## src/logic/fmsp_pkg.sv

```systemverilog
// Shared constants and carrier types for the four-mode serial port
package fmsp_pkg;
  localparam logic [7:0] ADDR_CTRL_HIGH = 8'hEE;
  localparam logic [7:0] ADDR_CTRL_LOW = 8'hEF;
  localparam logic [7:0] ADDR_BAUD = 8'hED;
  localparam logic [7:0] ADDR_DATA = 8'hF0;
  localparam logic [7:0] CTRL_HIGH_RESET = 8'h00;
  localparam logic [7:0] CTRL_LOW_RESET = 8'h00;
  localparam logic [7:0] BAUD_RESET = 8'h00;
  localparam int MODE_LSB = 6;
  localparam int MPE_BIT = 5;
  localparam int RXEN_BIT = 4;
  localparam int TX9_BIT = 3;
  localparam int RX9_BIT = 2;
  localparam int RXIE_BIT = 1;
  localparam int RXPEND_BIT = 0;
  localparam int PARGEN_BIT = 7;
  localparam int PARODD_BIT = 6;
  localparam int TXIE_BIT = 1;
  localparam int TXPEND_BIT = 0;
  localparam logic [3:0] OVERSAMPLE_LAST = 4'hF;
  localparam logic [3:0] SAMPLE_TICK = 4'h7;

  typedef enum logic [1:0] {
    FMSP_MODE_SHIFT = 2'h0,
    FMSP_MODE_ASYNC8 = 2'h1,
    FMSP_MODE_FIXED9 = 2'h2,
    FMSP_MODE_VAR9 = 2'h3
  } fmsp_mode_t;

  typedef struct packed {
    logic [7:0] data;
    logic ninth;
    logic stopOk;
  } fmsp_rx_word_t;
endpackage

```

## src/logic/fmsp_skid_buffer.sv

```systemverilog
// Two-entry valid/ready buffer for received words
`timescale 1ns/1ps
module fmsp_skid_buffer #(
  parameter int WIDTH = 10
) (
  input wire logic sys_clk, // Clock
  input wire logic rst, // Async reset
  input wire logic inValid, // Word offered
  output logic inReady, // Room for a word
  input wire logic [WIDTH-1:0] inData, // Word in
  output logic outValid, // Word held
  input wire logic outReady, // Consumer takes word
  output logic [WIDTH-1:0] outData // Oldest word
);
  initial begin
    if (WIDTH < 1) $error("WIDTH must be positive");
  end
  logic [WIDTH-1:0] mem_ff [2];
  logic [WIDTH-1:0] nxt_mem [2];
  logic [1:0] count_ff, nxt_count;
  logic rdPtr_ff, nxt_rdPtr;
  logic wrPtr_ff, nxt_wrPtr;
  logic push, pop;

  assign inReady = (count_ff != 2'h2);
  assign outValid = (count_ff != 2'h0);
  assign outData = mem_ff[rdPtr_ff];
  assign push = inValid && inReady;
  assign pop = outValid && outReady;

  always_comb begin
    nxt_mem = mem_ff;
    nxt_rdPtr = rdPtr_ff;
    nxt_wrPtr = wrPtr_ff;
    nxt_count = count_ff;
    if (push) begin
      nxt_mem[wrPtr_ff] = inData;
      nxt_wrPtr = ~wrPtr_ff;
    end
    if (pop) begin
      nxt_rdPtr = ~rdPtr_ff;
    end
    if (push && !pop) begin
      nxt_count = count_ff + 2'h1;
    end else if (pop && !push) begin
      nxt_count = count_ff - 2'h1;
    end
  end

  always_ff @(posedge sys_clk or posedge rst) begin
    if (rst) begin
      mem_ff[0] <= '0;
      mem_ff[1] <= '0;
      count_ff <= 2'h0;
      rdPtr_ff <= 1'b0;
      wrPtr_ff <= 1'b0;
    end else begin
      mem_ff <= nxt_mem;
      count_ff <= nxt_count;
      rdPtr_ff <= nxt_rdPtr;
      wrPtr_ff <= nxt_wrPtr;
    end
  end
endmodule

```

## src/logic/fmsp_rate_gen.sv

```systemverilog
// Oversample tick generator: divide by reload+1 or by one
`timescale 1ns/1ps
module fmsp_rate_gen #(
  parameter int RELOAD_W = 8
) (
  input wire logic sys_clk, // Clock
  input wire logic rst, // Async reset
  input wire logic useReload, // Variable rate selected
  input wire logic [RELOAD_W-1:0] reload, // Baud reload value
  output logic tick // One pulse per sixteenth bit
);
  initial begin
    if (RELOAD_W < 1) $error("RELOAD_W must be positive");
  end
  logic [RELOAD_W-1:0] cnt_ff, nxt_cnt;
  logic tick_ff, nxt_tick;

  always_comb begin
    nxt_tick = 1'b0;
    nxt_cnt = cnt_ff + 1'b1;
    if (!useReload || cnt_ff >= reload) begin
      nxt_cnt = '0;
      nxt_tick = 1'b1;
    end
  end

  always_ff @(posedge sys_clk or posedge rst) begin
    if (rst) begin
      cnt_ff <= '0;
      tick_ff <= 1'b0;
    end else begin
      cnt_ff <= nxt_cnt;
      tick_ff <= nxt_tick;
    end
  end
  assign tick = tick_ff;
endmodule

```

## src/logic/fmsp_serial_port.sv

```systemverilog
// Four-mode serial port: registers, transmitter and receiver
`timescale 1ns/1ps
// Function
// Two-bit mode field picks shift, 8-bit async, fixed 9-bit or variable 9-bit.
// Modes 0, 1 and 3 run at clock over sixteen times reload plus one.
// Fixed 9-bit mode runs at clock over sixteen, reload ignored.
// Start and stop bits frame the 8 or 9 data bits.
// Address F0h writes transmit buffer and reads separate receive buffer.
// Receiver double-buffered; unread byte lost when next completes. The code holds two unread words and drops the new one when full.
// Any write to data address starts transmission. The code ignores writes while a frame is still being sent.
// Shift mode receives only with pending clear and receive enabled.
// Async modes receive on start bit while receive enabled.
// Finished shift sets transmit or receive pending and raises interrupt.
// Control high bit 1 gates the receive interrupt.
// Control high bit 0 reads pending; software writes 0 to clear.
// Multiprocessor enable in 9-bit modes drops frames with ninth bit 0.
// Multiprocessor enable in 8-bit mode drops frames with bad stop bit.
// Software keeps multiprocessor enable 0 in shift mode.
// Control high bit 4 enables reception.
// Bit 3 is transmitted ninth bit unless parity autogeneration is on.
// Bit 2 captures received ninth bit unless parity autogeneration is on.
// Reset clears control high register to 00h.
// Receive pending at 8th shift bit, mid stop bit, or mid ninth bit.
// Transmit pending at 8th shift bit or start of stop bit.
// Control low bit 7 autogenerates the ninth transmitted parity bit.
// LSB first, low start, high stop, line idles high.
// Receiver samples at sixteen times rate, checks start, samples centres.
module fmsp_serial_port #(
  parameter int RELOAD_W = 8
) (
  input wire logic sys_clk, // Peripheral clock
  input wire logic rst, // Async reset
  input wire logic [7:0] regAddr, // Register address
  input wire logic regWrite, // Write strobe
  input wire logic regRead, // Read strobe
  input wire logic [7:0] regWdata, // Write data
  output logic [7:0] regRdata, // Read data, registered
  input wire logic receiveLine, // Serial input
  output logic transmitLine, // Serial output
  output logic shiftClock, // Shift clock in mode 0 transmit; stays high during mode 0 receive
  output logic rxIrq, // Receive interrupt request
  output logic txIrq // Transmit interrupt request
);
  initial begin
    if (RELOAD_W < 1 || RELOAD_W > 8) $error("RELOAD_W must be 1..8");
  end
  typedef enum logic [1:0] {TX_IDLE, TX_START, TX_DATA, TX_STOP} fmsp_tx_state_t;
  typedef enum logic [1:0] {RX_IDLE, RX_START, RX_DATA, RX_STOP} fmsp_rx_state_t;

  logic [7:0] ctrlHigh_ff, nxt_ctrlHigh;
  logic [7:0] ctrlLow_ff, nxt_ctrlLow;
  logic [RELOAD_W-1:0] baud_ff, nxt_baud;
  logic [7:0] rdata_ff, nxt_rdata;
  logic rxIrq_ff, nxt_rxIrq, txIrq_ff, nxt_txIrq;
  fmsp_pkg::fmsp_mode_t mode;
  logic tick, wrHigh, wrLow, wrData, rdData, txDone, rxDone, rxKeep;

  assign mode = fmsp_pkg::fmsp_mode_t'(ctrlHigh_ff[fmsp_pkg::MODE_LSB +: 2]);
  assign wrHigh = regWrite && regAddr == fmsp_pkg::ADDR_CTRL_HIGH;
  assign wrLow = regWrite && regAddr == fmsp_pkg::ADDR_CTRL_LOW;
  assign wrData = regWrite && regAddr == fmsp_pkg::ADDR_DATA;
  assign rdData = regRead && regAddr == fmsp_pkg::ADDR_DATA;

  fmsp_rate_gen #(.RELOAD_W(RELOAD_W)) rateGen (
    .sys_clk(sys_clk),
    .rst(rst),
    .useReload(mode != fmsp_pkg::FMSP_MODE_FIXED9),
    .reload(baud_ff),
    .tick(tick)
  );

  // Transmitter
  fmsp_tx_state_t txState_ff, nxt_txState;
  logic [3:0] txTick_ff, nxt_txTick;
  logic [3:0] txBit_ff, nxt_txBit;
  logic [8:0] txShift_ff, nxt_txShift;
  logic txLine_ff, nxt_txLine, sclk_ff, nxt_sclk;
  logic bitEnd, nineBit, txNinth;
  assign bitEnd = tick && txTick_ff == fmsp_pkg::OVERSAMPLE_LAST;
  assign nineBit = mode[1];
  assign txNinth = ctrlLow_ff[fmsp_pkg::PARGEN_BIT] ?
    (^regWdata ^ ctrlLow_ff[fmsp_pkg::PARODD_BIT]) : ctrlHigh_ff[fmsp_pkg::TX9_BIT];

  always_comb begin
    nxt_txState = txState_ff;
    nxt_txTick = txTick_ff;
    nxt_txBit = txBit_ff;
    nxt_txShift = txShift_ff;
    nxt_txLine = txLine_ff;
    nxt_sclk = sclk_ff;
    txDone = 1'b0;
    if (tick) nxt_txTick = txTick_ff + 4'h1;
    unique case (txState_ff)
      TX_IDLE: begin
        nxt_txLine = 1'b1;
        nxt_sclk = 1'b1;
        if (wrData) begin
          nxt_txShift = {txNinth, regWdata};
          nxt_txTick = 4'h0;
          nxt_txBit = 4'h0;
          if (mode == fmsp_pkg::FMSP_MODE_SHIFT) begin
            nxt_txState = TX_DATA;
            nxt_txLine = regWdata[0];
          end else begin
            nxt_txState = TX_START;
            nxt_txLine = 1'b0;
          end
        end
      end
      TX_START: if (bitEnd) begin
        nxt_txState = TX_DATA;
        nxt_txLine = txShift_ff[0];
      end
      TX_DATA: begin
        if (mode == fmsp_pkg::FMSP_MODE_SHIFT && tick) nxt_sclk = ~txTick_ff[3];
        if (bitEnd) begin
          nxt_txShift = {1'b1, txShift_ff[8:1]};
          nxt_txBit = txBit_ff + 4'h1;
          nxt_txLine = txShift_ff[1];
          if (mode == fmsp_pkg::FMSP_MODE_SHIFT && txBit_ff == 4'h7) begin
            nxt_txState = TX_IDLE;
            nxt_txLine = 1'b1;
            txDone = 1'b1;
          end else if (txBit_ff == (nineBit ? 4'h8 : 4'h7)) begin
            nxt_txState = TX_STOP;
            nxt_txLine = 1'b1;
            txDone = 1'b1;
          end
        end
      end
      TX_STOP: if (bitEnd) nxt_txState = TX_IDLE;
    endcase
  end

  always_ff @(posedge sys_clk or posedge rst) begin
    if (rst) begin
      txState_ff <= TX_IDLE;
      txTick_ff <= 4'h0;
      txBit_ff <= 4'h0;
      txShift_ff <= 9'h1FF;
      txLine_ff <= 1'b1;
      sclk_ff <= 1'b1;
    end else begin
      txState_ff <= nxt_txState;
      txTick_ff <= nxt_txTick;
      txBit_ff <= nxt_txBit;
      txShift_ff <= nxt_txShift;
      txLine_ff <= nxt_txLine;
      sclk_ff <= nxt_sclk;
    end
  end

  // Receiver
  fmsp_rx_state_t rxState_ff, nxt_rxState;
  logic [3:0] rxTick_ff, nxt_rxTick;
  logic [3:0] rxBit_ff, nxt_rxBit;
  logic [8:0] rxShift_ff, nxt_rxShift;
  logic sampleNow, lastBit, rxEnable, bufInReady, bufOutValid;
  fmsp_pkg::fmsp_rx_word_t rxWord, bufWord;
  assign sampleNow = tick && rxTick_ff == fmsp_pkg::SAMPLE_TICK;
  assign rxEnable = ctrlHigh_ff[fmsp_pkg::RXEN_BIT];
  assign lastBit = rxBit_ff == (nineBit ? 4'h8 : 4'h7);

  always_comb begin
    nxt_rxState = rxState_ff;
    nxt_rxTick = rxTick_ff;
    nxt_rxBit = rxBit_ff;
    nxt_rxShift = rxShift_ff;
    rxDone = 1'b0;
    rxWord = '0;
    if (tick) nxt_rxTick = rxTick_ff + 4'h1;
    unique case (rxState_ff)
      RX_IDLE: begin
        nxt_rxTick = 4'h0;
        nxt_rxBit = 4'h0;
        if (mode == fmsp_pkg::FMSP_MODE_SHIFT) begin
          if (rxEnable && !ctrlHigh_ff[fmsp_pkg::RXPEND_BIT] && txState_ff == TX_IDLE)
            nxt_rxState = RX_DATA;
        end else if (rxEnable && !receiveLine) begin
          nxt_rxState = RX_START;
        end
      end
      RX_START: if (sampleNow) begin
        if (receiveLine) nxt_rxState = RX_IDLE;
      end else if (tick && rxTick_ff == fmsp_pkg::OVERSAMPLE_LAST) begin
        nxt_rxState = RX_DATA;
      end
      RX_DATA: begin
        if (sampleNow) begin
          nxt_rxShift = {receiveLine, rxShift_ff[8:1]};
          nxt_rxBit = rxBit_ff + 4'h1;
          if (mode == fmsp_pkg::FMSP_MODE_SHIFT && rxBit_ff == 4'h7) begin
            nxt_rxState = RX_IDLE;
            rxDone = 1'b1;
            rxWord = '{data: {receiveLine, rxShift_ff[8:2]}, ninth: 1'b0, stopOk: 1'b1};
          end else if (lastBit && nineBit) begin
            nxt_rxState = RX_STOP;
            rxDone = 1'b1;
            rxWord = '{data: rxShift_ff[8:1], ninth: receiveLine, stopOk: 1'b1};
          end
        end
        // The count has already passed the last bit when its sample was taken
        if (tick && rxTick_ff == fmsp_pkg::OVERSAMPLE_LAST && rxBit_ff == 4'h8 && !nineBit
            && mode != fmsp_pkg::FMSP_MODE_SHIFT)
          nxt_rxState = RX_STOP;
      end
      RX_STOP: if (sampleNow) begin
        nxt_rxState = RX_IDLE;
        if (!nineBit) begin
          rxDone = 1'b1;
          rxWord = '{data: rxShift_ff[8:1], ninth: receiveLine, stopOk: receiveLine};
        end
      end
    endcase
  end

  always_ff @(posedge sys_clk or posedge rst) begin
    if (rst) begin
      rxState_ff <= RX_IDLE;
      rxTick_ff <= 4'h0;
      rxBit_ff <= 4'h0;
      rxShift_ff <= 9'h000;
    end else begin
      rxState_ff <= nxt_rxState;
      rxTick_ff <= nxt_rxTick;
      rxBit_ff <= nxt_rxBit;
      rxShift_ff <= nxt_rxShift;
    end
  end

  // Address filter for multiprocessor links
  assign rxKeep = !(ctrlHigh_ff[fmsp_pkg::MPE_BIT] && (
    (nineBit && !rxWord.ninth) ||
    (mode == fmsp_pkg::FMSP_MODE_ASYNC8 && !rxWord.stopOk)));

  // When full, a new word is dropped: the older bytes survive
  fmsp_skid_buffer #(.WIDTH($bits(fmsp_pkg::fmsp_rx_word_t))) rxBuf (
    .sys_clk(sys_clk),
    .rst(rst),
    .inValid(rxDone && rxKeep),
    .inReady(bufInReady),
    .inData(rxWord),
    .outValid(bufOutValid),
    .outReady(rdData),
    .outData(bufWord)
  );

  // Register file
  always_comb begin
    nxt_ctrlHigh = ctrlHigh_ff;
    nxt_ctrlLow = ctrlLow_ff;
    nxt_baud = baud_ff;
    nxt_rdata = rdata_ff;
    if (wrHigh) begin
      nxt_ctrlHigh = regWdata;
      // Pending can only be cleared by software, never set
      nxt_ctrlHigh[fmsp_pkg::RXPEND_BIT] = ctrlHigh_ff[fmsp_pkg::RXPEND_BIT]
        & regWdata[fmsp_pkg::RXPEND_BIT];
    end
    if (wrLow) begin
      nxt_ctrlLow = regWdata;
      nxt_ctrlLow[fmsp_pkg::TXPEND_BIT] = ctrlLow_ff[fmsp_pkg::TXPEND_BIT]
        & regWdata[fmsp_pkg::TXPEND_BIT];
    end
    if (regWrite && regAddr == fmsp_pkg::ADDR_BAUD) nxt_baud = regWdata[RELOAD_W-1:0];
    // Hardware set wins over a simultaneous software clear
    if (rxDone && rxKeep) nxt_ctrlHigh[fmsp_pkg::RXPEND_BIT] = 1'b1;
    if (rxDone && rxKeep && nineBit && !ctrlLow_ff[fmsp_pkg::PARGEN_BIT])
      nxt_ctrlHigh[fmsp_pkg::RX9_BIT] = rxWord.ninth;
    if (txDone) nxt_ctrlLow[fmsp_pkg::TXPEND_BIT] = 1'b1;
    if (regRead) begin
      unique case (regAddr)
        fmsp_pkg::ADDR_CTRL_HIGH: nxt_rdata = ctrlHigh_ff;
        fmsp_pkg::ADDR_CTRL_LOW: nxt_rdata = ctrlLow_ff;
        fmsp_pkg::ADDR_BAUD: nxt_rdata = 8'(baud_ff);
        fmsp_pkg::ADDR_DATA: nxt_rdata = bufOutValid ? bufWord.data : 8'h00;
        default: nxt_rdata = 8'h00;
      endcase
    end
    nxt_rxIrq = nxt_ctrlHigh[fmsp_pkg::RXPEND_BIT] && nxt_ctrlHigh[fmsp_pkg::RXIE_BIT];
    nxt_txIrq = nxt_ctrlLow[fmsp_pkg::TXPEND_BIT] && nxt_ctrlLow[fmsp_pkg::TXIE_BIT];
  end

  always_ff @(posedge sys_clk or posedge rst) begin
    if (rst) begin
      ctrlHigh_ff <= fmsp_pkg::CTRL_HIGH_RESET;
      ctrlLow_ff <= fmsp_pkg::CTRL_LOW_RESET;
      baud_ff <= RELOAD_W'(fmsp_pkg::BAUD_RESET);
      rdata_ff <= 8'h00;
      rxIrq_ff <= 1'b0;
      txIrq_ff <= 1'b0;
    end else begin
      ctrlHigh_ff <= nxt_ctrlHigh;
      ctrlLow_ff <= nxt_ctrlLow;
      baud_ff <= nxt_baud;
      rdata_ff <= nxt_rdata;
      rxIrq_ff <= nxt_rxIrq;
      txIrq_ff <= nxt_txIrq;
    end
  end

  assign regRdata = rdata_ff;
  assign transmitLine = txLine_ff;
  assign shiftClock = sclk_ff;
  assign rxIrq = rxIrq_ff;
  assign txIrq = txIrq_ff;
endmodule

```

## config.mk

```make
export PLATFORM = sky130hd
export DESIGN_NAME = fmsp_serial_port
export DESIGN_NICKNAME = d
export VERILOG_FILES = /design/src/logic/fmsp_pkg.sv /design/src/logic/fmsp_skid_buffer.sv /design/src/logic/fmsp_rate_gen.sv /design/src/logic/fmsp_serial_port.sv
export SDC_FILE = /design/constraint.sdc
export NUM_CORES = 1
export LEC_CHECK = 0
export BUFFER_PORTS_ARGS = -buffer_cell sky130_fd_sc_hd__buf_2
export CORE_ASPECT_RATIO = 1.2
export CORE_UTILIZATION = 29
export DETAILED_ROUTE_END_ITERATION = 16
export MAX_ROUTING_LAYER = met4
export REMOVE_ABC_BUFFERS = 1
export SYNTH_ARGS = -nofsm -noshare
export SYNTH_HDL_FRONTEND = slang
export SYNTH_HIERARCHICAL = 1
export SYNTH_SLANG_ARGS = --single-unit
```

## constraint.sdc

```tcl
create_clock -name sys_clk -period 3.35 [get_ports sys_clk]
set_input_delay 0 -clock sys_clk [delete_from_list [all_inputs] [get_ports sys_clk]]
set_output_delay 0 -clock sys_clk [all_outputs]
set_load 0.05 [all_outputs]
```

==> results of run 1 <==
==> worst max path at each step <==
stage / startpoint / end / slack [ns] / cells past startpoint
floorplan: rxBit_ff[0]$_DFFE_PP0P_ / rxBuf/count_ff[1]$_DFFE_PP0P_ / 1.03 / 8
global placement: ctrlHigh_ff[7]$_DFFE_PP0P_ / rxBuf/mem_ff[14]$_DFFE_PP0P_ / 0.82 / 5
detailed placement: ctrlHigh_ff[7]$_DFFE_PP0P_ / rxBuf/mem_ff[15]$_DFFE_PP0P_ / 0.76 / 5
CTS: ctrlHigh_ff[7]$_DFFE_PP0P_ / rxBuf/mem_ff[15]$_DFFE_PP0P_ / 0.76 / 5
global route: ctrlHigh_ff[7]$_DFFE_PP0P_ / rxBuf/mem_ff[15]$_DFFE_PP0P_ / 0.58 / 5
finish: ctrlHigh_ff[7]$_DFFE_PP0P_ / rxBuf/mem_ff[15]$_DFFE_PP0P_ / 0.77 / 5
==> timing repair <==
action                    CTS  global route
hold endpoints to repair   74             0
resized for setup           0             0
hold buffers                7             0
==> through the flow <==
stage | cells | setup slack, ns | hold WS (ns) | power [W]
3_3_place_gp | 796 | 0.821 | 0.0503 | 0.00289
2_1_floorplan | 504 | 1.03 | -0.172 | 0.00260
3_5_place_dp | 796 | 0.764 | 0.0559 | 0.00295
4_1_cts | 819 | 0.761 | 0.00863 | 0.00403
5_1_grt | 819 | 0.581 | 0.0137 | 0.00425
6_report | 819 | 0.765 | 0.0202 | 0.00399
==> power breakdown <==
group	internal (W)	switching, W	leakage [nW]
clock	0.000606	0.000453	0.147
sequential	0.00151	0.000269	1.33
combinational	0.000474	0.000678	1.39
total	0.00259	0.00140	2.86
==> sequential cells by signal, indices dropped and copies added (netlist names) <==
name / flops
baud_ff: 8
ctrlHigh_ff: 8
ctrlLow_ff: 8
rateGen/cnt_ff: 8
rateGen/tick: 1
regRdata: 8
rxBit_ff: 4
rxBuf/count_ff: 2
rxBuf/mem_ff: 16
rxBuf/rdPtr_ff: 1
rxBuf/wrPtr_ff: 1
rxIrq: 1
rxShift_ff: 8
rxState_ff: 2
rxTick_ff: 4
shiftClock: 1
transmitLine: 1
txBit_ff: 4
txIrq: 1
txShift_ff: 9
txState_ff: 2
txTick_ff: 4
==> critical path, cell delays in order, from the launching register on <==
cell	delay (ns)
dfrtp_1	0.58
nand4bb_1	0.22
or4b_4	0.56
a221oi_4	0.35
nand3b_1	0.37
mux2_2	0.39
==> layer usage <==
layer | GRT usage, % | vias up | share of wire (%)
li1 | - | 1934 | -
met1 | 17.0 | 1995 | 44
met2 | 24.3 | 75 | 52
met3 | 2.16 | 12 | 2.9
met4 | 4.93 | 0 | 1.3
met5 | - | - | 0
==> area by class of cell <==
type	count	area [um^2]
inverters	33	124
clock inverters	4	56.3
well taps	256	320
fillers	1891	12500
clock buffers	12	246
flip-flops and latches	102	2570
repair buffers	43	260
multi-input cells	369	2750
==> cells in the final DEF (no fill, tap or decap), drive strengths merged, types with 3 or more instances in the layout <==
cell type / count
a21oi: 24
xnor2: 14
mux2i: 11
a22oi: 8
dfrtp: 91
o31ai: 3
dlygate4sd3: 7
a31oi: 7
inv: 34
ha: 19
and3: 5
xor2: 12
o22ai: 9
nand4: 6
nor3: 4
o21ai: 23
dfstp: 11
nor3b: 3
a21o: 4
mux2: 54
nand3: 11
nand3b: 3
nand2b: 7
and2: 6
clkbuf: 12
nand2: 46
a22o: 10
nor2: 44
o21a: 3
buf: 36
==> impl_metrics.toml, run 1 <==
[grt]
grt.overflow.total = 0
antenna_found_initial = 0
track_usage_pct = 14.3
grt_pass1_vias = 4197
grt_max_degree = 29
grt_pass1_wl_um = 21500

[timing]
hold_violations = 0
post-route-period-util_pct = 77.2
maxSlewHeadroom_pct = 49.0
tightest_slew_ns = 0.764
slew_violations = 0
fmax_mhz = 387
min_period_ns = 2.58
rsz0062_at_grt = "false"
finalSetupViolCount = 0
final.setup.tns_ns = 0
skew_ns = 0.0120

[cts]
cts_tree = "yes"
clkLatencyLatePin_ns = 0.35
clock_sinks = 102
cts_setup_buffers = 0
cts-root-buf = "clkbuf_16"
numCtsBuffers = 9
clk_pin_slew_ns = 0.07
h-tree-depth = 3
clockBufferDepth = 2

[flow_run]
cap_violations = 0

[critical_path]
rrSetupSlack_ns = 0.77
r2r_cells = 5
critPathKind = "reg -> reg"
worstPathRequired_ns = 3.58
cp_max_fo = 12
arrival_ns = 2.81
startpoint_type = "register"
endpoint_kind = "register"
r2r_end = "rxBuf/mem_ff[15]$_DFFE_PP0P_"
worstReg2RegStart = "ctrlHigh_ff[7]$_DFFE_PP0P_"

[floorplan]
dieArea_um2 = 19700
core_um2 = 18800
pin_count = 33
initial_utilization_pct = 29.5
die_h_um = 154
num_rows = 55
die_w_um = 128

[drt]
drt-pass1-iter-count = 4
wirelength_um = 12800
drcViolationCount = 0
drt-vias-per-instance = 4.90
ant_nets = 0
drtIter0Drc = 156
wl_per_cell_um = 15.6
num_vias = 4016

[place]
place_hpwl_um = 9600
port_buffers = 32
placed_area_um2 = 5950
gp_congestion = 0.815

[pwr]
powerDensity_nw_per_um2 = 631
irDropWorstVdd_mv = 0.291
p_leak_nw = 2.86

[final_layout]
antenna_cells = 0
final_cell_area_um2 = 6320
drive_above_1_share_pct = 23.1
fin_util_pct = 33.6
nNetsFinal = 598
area_growth_pct = 13.9

[min_path]
hold_path_class = "in -> reg"
worstHoldStart = "regWdata[2]"
hold_depth = 2
whs_endpoint = "baud_ff[2]$_DFFE_PP0P_"

[yosys]
yosys_warnings = 6
synth_area_per_cell_um2 = 10.5
syn_inst = 527
synth_area_um2 = 5550

[status]
status = "finished clean"
Note: power is estimated with default switching activity, not from simulation.
==> run 2, diff against run 1 <==
Settings changed: ABC_AREA set to 1.
Clock period 3.35 ns to 2.69 ns, I/O delays scaled along.
==> impl_metrics.toml, run 2 <==
[status]
status = "finished clean"

[cts]
cts_tree = "yes"
clockBufferDepth = 2
cts-resized-gates = 0
cts_setup_buffers = 0
cts-root-buf = "clkbuf_16"
h-tree-depth = 3
clock_sinks = 102
clkLatencyLatePin_ns = 0.35
numCtsBuffers = 9
clk_pin_slew_ns = 0.07

[critical_path]
critPathKind = "reg -> reg"
cp_max_fo = 23
crit_path_top_delay_cell = "dfrtp_1"
cpPeakStageDelay_ns = 0.39
crit_cells = 18
crit_family = "simple AND/OR/NAND/NOR gates"
arrival_ns = 2.59
crit_buf_inv = 4
path_cells = "ha_1 > nand2_2 > inv_2 > nand2_4 > nor2_8 > nand3_2 > nand3_1 > nand2_1 > nand2_2 > nand2_2 > inv_1 > nand2_1 > inv_1 > ha_1 > inv_1 > nand3_1 > nand2_1 > nand2_1"
endpoint_kind = "register"
cpMostUsedCell = "nand2_1"
worstPathRequired_ns = 2.93
startpoint_type = "register"
r2r_cells = 18

[timing]
final.setup.worst_slack_ns = 0.341
min_period_ns = 2.35
tightest_slew_ns = 0.766
whs_ns = 0.0921
slew_violations = 0
fmax_mhz = 426
post-route-period-util_pct = 87.3
finalSetupViolCount = 0
skew_ns = 0.0117
final.setup.tns_ns = 0
maxSlewHeadroom_pct = 48.9
hold_violations = 0
rsz0062_at_grt = "false"

[floorplan]
die_w_um = 131
num_rows = 56
core_um2 = 19500
initial_utilization_pct = 29.5
die_h_um = 157
dieArea_um2 = 20500
pin_count = 33

[pwr]
swShare_pct = 34.6
clkPwrFrac_pct = 28.9
combPwrFrac_pct = 28.2
p_int_w = 0.00304
powerDensity_nw_per_um2 = 708
irDropWorstVdd_mv = 0.387
p_switching_w = 0.00160
power_frac_seq_pct = 42.9
p_leak_nw = 3.33

[final_layout]
largest_reg_flops = 16
top_regs = "rxBuf/mem_ff (16), txShift_ff (9)"
final_cell_mix = "nand2_1 (207), dfrtp_1 (91), inv_1 (88)"
layout_commonest_cell = "nand2_1"
drive_above_1_share_pct = 15.8
fillers = 2042
area_growth_pct = 13.5
antenna_cells = 0
nNetsFinal = 790
largest_register = "rxBuf/mem_ff"

[min_path]
hold_path_class = "in -> reg"
hold_depth = 6

[grt]
track_usage_pct = 14.3
grt.overflow.total = 0
grt_pass1_vias = 4359
grt_max_degree = 33
grt_pass1_wl_um = 21900
antenna_found_initial = 0

[yosys]
yosys_warnings = 6
synth_area_um2 = 5770
syn_inst = 712
synth_area_per_cell_um2 = 8.11

[place]
gp_congestion = 0.858
place_hpwl_um = 10200
pre_cts_ws_ns = 0.350
port_buffers = 32

[drt]
drtIter0Drc = 344
drt-vias-per-instance = 4.51
num_vias = 4579
drt-pass1-iter-count = 4
wl_per_cell_um = 13.2
drcViolationCount = 0
ant_nets = 0
wirelength_um = 13400

[flow_run]
cap_violations = 0
run 2: stage by stage:
| stage | cell area, um^2 | std cells | util, % | total power [W] |
|---|---|---|---|---|
| after floorplan | 5600 | 690 | - | 0.00300 |
| after global placement | 6130 | 989 | 31.4 | 0.00329 |
| after detailed placement | 6130 | 989 | 31.4 | 0.00332 |
| after CTS | 6550 | 1016 | 33.5 | 0.00469 |
| after global routing | 6550 | 1016 | 33.5 | 0.00496 |
| final | 6550 | 1016 | 33.5 | 0.00464 |
run 2: what timing repair did:
action                     in CTS  in global routing
hold endpoints to repair       70                  0
setup endpoints to repair       0                  0
hold buffers                   11                  0
run 2: power groups by stage:
stage	Combinational [W]	Clock (W)	Sequential [W]
4_1_cts	0.00132	0.00138	0.00199
5_1_grt	0.00150	0.00143	0.00203
2_1_floorplan	0.000986	0	0.00201
3_3_place_gp	0.00128	0	0.00201
3_5_place_dp	0.00131	0	0.00202
6_report	0.00131	0.00134	0.00199
run 2: metal layers:
| metal | vias up | routed length, um | share of wire, % | track usage [%] |
|---|---|---|---|---|
| li1 | 2373 | - | - | - |
| met1 | 2123 | 6250 | 47 | 18.2 |
| met2 | 59 | 6430 | 48 | 22.8 |
| met3 | 24 | 327 | 2.4 | 1.95 |
| met4 | 0 | 371 | 2.8 | 5.58 |
| met5 | - | 0 | 0 | - |
run 2: tightest hold or removal path: stages:
cell and delay, ns:
buf_2 0.09, nor2_1 0.04, nand3_2 0.08, nor2_1 0.05, nand3_1 0.08, nand2_1 0.05
run 2: final cells by class:
| type | count | area, um^2 | share of cell area (%) |
|---|---|---|---|
| well taps | 261 | 327 | 4.98 |
| multi-input cells | 491 | 2670 | 40.7 |
| inverters | 97 | 370 | 5.65 |
| clock buffers | 10 | 239 | 3.65 |
| clock inverters | 6 | 70.1 | 1.07 |
| repair buffers | 49 | 315 | 4.81 |
| flip-flops and latches | 102 | 2570 | 39.2 |
run 2: final timing paths:
| check | start | end | slack, ns |
|---|---|---|---|
| worst min-delay path | regAddr[3] | rxBuf/rdPtr_ff$_DFFE_PP0P_ | 0.09 |
| max in group asynchronous | rst | txShift_ff[5]$_DFFE_PP1P_ | 1.59 |
| worst min register to register | rxBuf/mem_ff[8]$_DFFE_PP0P_ | rxBuf/mem_ff[8]$_DFFE_PP0P_ | 0.47 |
| worst max-delay path | rxTick_ff[1]$_DFFE_PP0P_ | rxBuf/count_ff[1]$_DFFE_PP0P_ | 0.34 |
| min in group asynchronous | rst | rateGen/cnt_ff[7]$_DFF_PP0_ | 0.24 |
| worst max register to register | rxTick_ff[1]$_DFFE_PP0P_ | rxBuf/count_ff[1]$_DFFE_PP0P_ | 0.34 |
==> run 3, diff against run 2 <==
Settings changed: CTS_BUF_LIST set to sky130_fd_sc_hd__clkbuf_4, CTS_CLUSTER_DIAMETER set to 80, GPL_ROUTABILITY_DRIVEN set to 0.
==> impl_metrics.toml, run 3 (synthesis gave the netlist of run 2 again) <==
[status]
status = "finished clean"

[floorplan]
num_rows = 56
pin_count = 33
die_h_um = 157
core_um2 = 19500
initial_utilization_pct = 29.5
die_w_um = 131
dieArea_um2 = 20500

[timing]
post-route-period-util_pct = 88.6
hold_violations = 0
finalSetupViolCount = 0
whs_ns = 0.0602
fmax_mhz = 419
final.setup.tns_ns = 0
min_period_ns = 2.38
rsz0062_at_grt = "false"
skew_ns = 0.0198
maxSlewHeadroom_pct = 49.1
tightest_slew_ns = 0.763
slew_violations = 0

[critical_path]
arrival_ns = 2.76
endpoint_kind = "register"
worstPathRequired_ns = 3.06
path_cells = "dlygate4sd3_1 > buf_2 > nor2_1 > dlygate4sd3_1 > nand3_2 > dlygate4sd3_1 > nor2_1 > nand2_1 > ha_1 > inv_1 > nand3_1 > nand2_1 > nand2_1"
cpPeakStageDelay_ns = 0.57
crit_path_top_delay_cell = "dlygate4sd3_1"
critPathKind = "in -> reg"
startpoint_type = "primary input"
cp_max_fo = 3

[final_layout]
largest_register = "rxBuf/mem_ff"
top_regs = "rxBuf/mem_ff (16), txShift_ff (9)"
fillers = 2062
largest_reg_flops = 16
final_cell_mix = "nand2_1 (207), dfrtp_1 (91), inv_1 (88)"
layout_commonest_cell = "nand2_1"
area_growth_pct = 11.5
nNetsFinal = 795
drive_above_1_share_pct = 15.5

[flow_run]
cap_violations = 0

[cts]
clock_sinks = 102
h-tree-depth = 3
clkLatencyLatePin_ns = 0.47
cts-root-buf = "clkbuf_4"
clk_pin_slew_ns = 0.17
cts_setup_buffers = 0
clockBufferDepth = 2
cts_tree = "yes"
numCtsBuffers = 9

[drt]
num_vias = 4573
ant_nets = 0
wl_per_cell_um = 13.1
wirelength_um = 13400
drt-vias-per-instance = 4.47
drcViolationCount = 0
drtIter0Drc = 357
drt-pass1-iter-count = 5

[grt]
grt.overflow.total = 0
grt_max_degree = 33
track_usage_pct = 14.4
grt_pass1_wl_um = 22000
grt_pass1_vias = 4377
antenna_found_initial = 1

[place]
place_hpwl_um = 10200
port_buffers = 32

[pwr]
p_leak_nw = 3.27
powerDensity_nw_per_um2 = 640
irDropWorstVdd_mv = 0.237

[min_path]
hold_path_class = "in -> reg"
-- run 3: path summary, 6_finish.rpt --
path | slack (ns) | cells past startpoint | to | startpoint
worst max-delay path | 0.31 | 13 | rxBuf/count_ff[1]$_DFFE_PP0P_ | regAddr[3]
worst max register to register | 0.33 | 18 | rxBuf/count_ff[1]$_DFFE_PP0P_ | rxTick_ff[1]$_DFFE_PP0P_
max in group asynchronous | 1.74 | 4 | transmitLine$_DFFE_PP1P_ | rst
worst min register to register | 0.48 | 1 | shiftClock$_DFFE_PP1P_ | txTick_ff[3]$_DFF_PP0_
min in group asynchronous | 0.09 | 3 | rateGen/cnt_ff[7]$_DFF_PP0_ | rst
worst min-delay path | 0.06 | 6 | regRdata[1]$_DFFE_PP0P_ | regAddr[4]
-- run 3: power breakdown --
group / leakage [nW] / internal (W) / total (W) / switching, W
clock network: 0.0715 / 0.000287 / 0.000826 / 0.000539
logic: 1.94 / 0.000482 / 0.00131 / 0.000826
registers: 1.26 / 0.00180 / 0.00199 / 0.000184
total: 3.27 / 0.00257 / 0.00412 / 0.00155
-- run 3: per-stage QoR --
step | total power, W | cells | worst slack [ns] | util (%) | cell area (um^2)
final | 0.00412 | 1022 | 0.306 | 32.9 | 6440
after global routing | 0.00444 | 1022 | 0.108 | 32.9 | 6440
after CTS | 0.00416 | 1021 | 0.319 | 32.9 | 6440
after detailed placement | 0.00332 | 989 | 0.350 | 31.4 | 6130
after global placement | 0.00329 | 989 | 0.401 | 31.4 | 6130
after floorplan | 0.00300 | 690 | 0.198 | - | 5600
-- run 3: routing by layer --
| layer | global-route usage (%) | vias up | wire length (um) |
|---|---|---|---|
| met1 | 18.4 | 2112 | 6330 |
| met2 | 23.1 | 62 | 6470 |
| li1 | - | 2382 | - |
| met5 | - | - | 0 |
| met3 | 1.95 | 17 | 325 |
| met4 | 5.64 | 0 | 269 |
-- run 3: repair_timing --
item                                   4_1_cts  5_1_grt
hold buffers                                16        0
endpoints found under the hold margin       87        0
gates resized for setup                      0        0
-- run 3: critical path, delay by kind of cell --
kind | cells | cell delay [ns]
simple gates | 7 | 0.56
fa+ha+maj | 1 | 0.33
buf+inv | 5 | 1.86
-- run 3: area by class of cell --
class                           instances  area (um^2)  area share, %
Sequential cell                       102         2570           39.9
Multi-Input combinational cell        491         2670           41.4
Tap cell                              261          327           5.07
Inverter                               97          370           5.75
Antenna cell                            1         2.50         0.0389
Clock buffer                            9         67.6           1.05
Clock inverter                          7         73.8           1.15
Timing Repair Buffer                   54          365           5.67
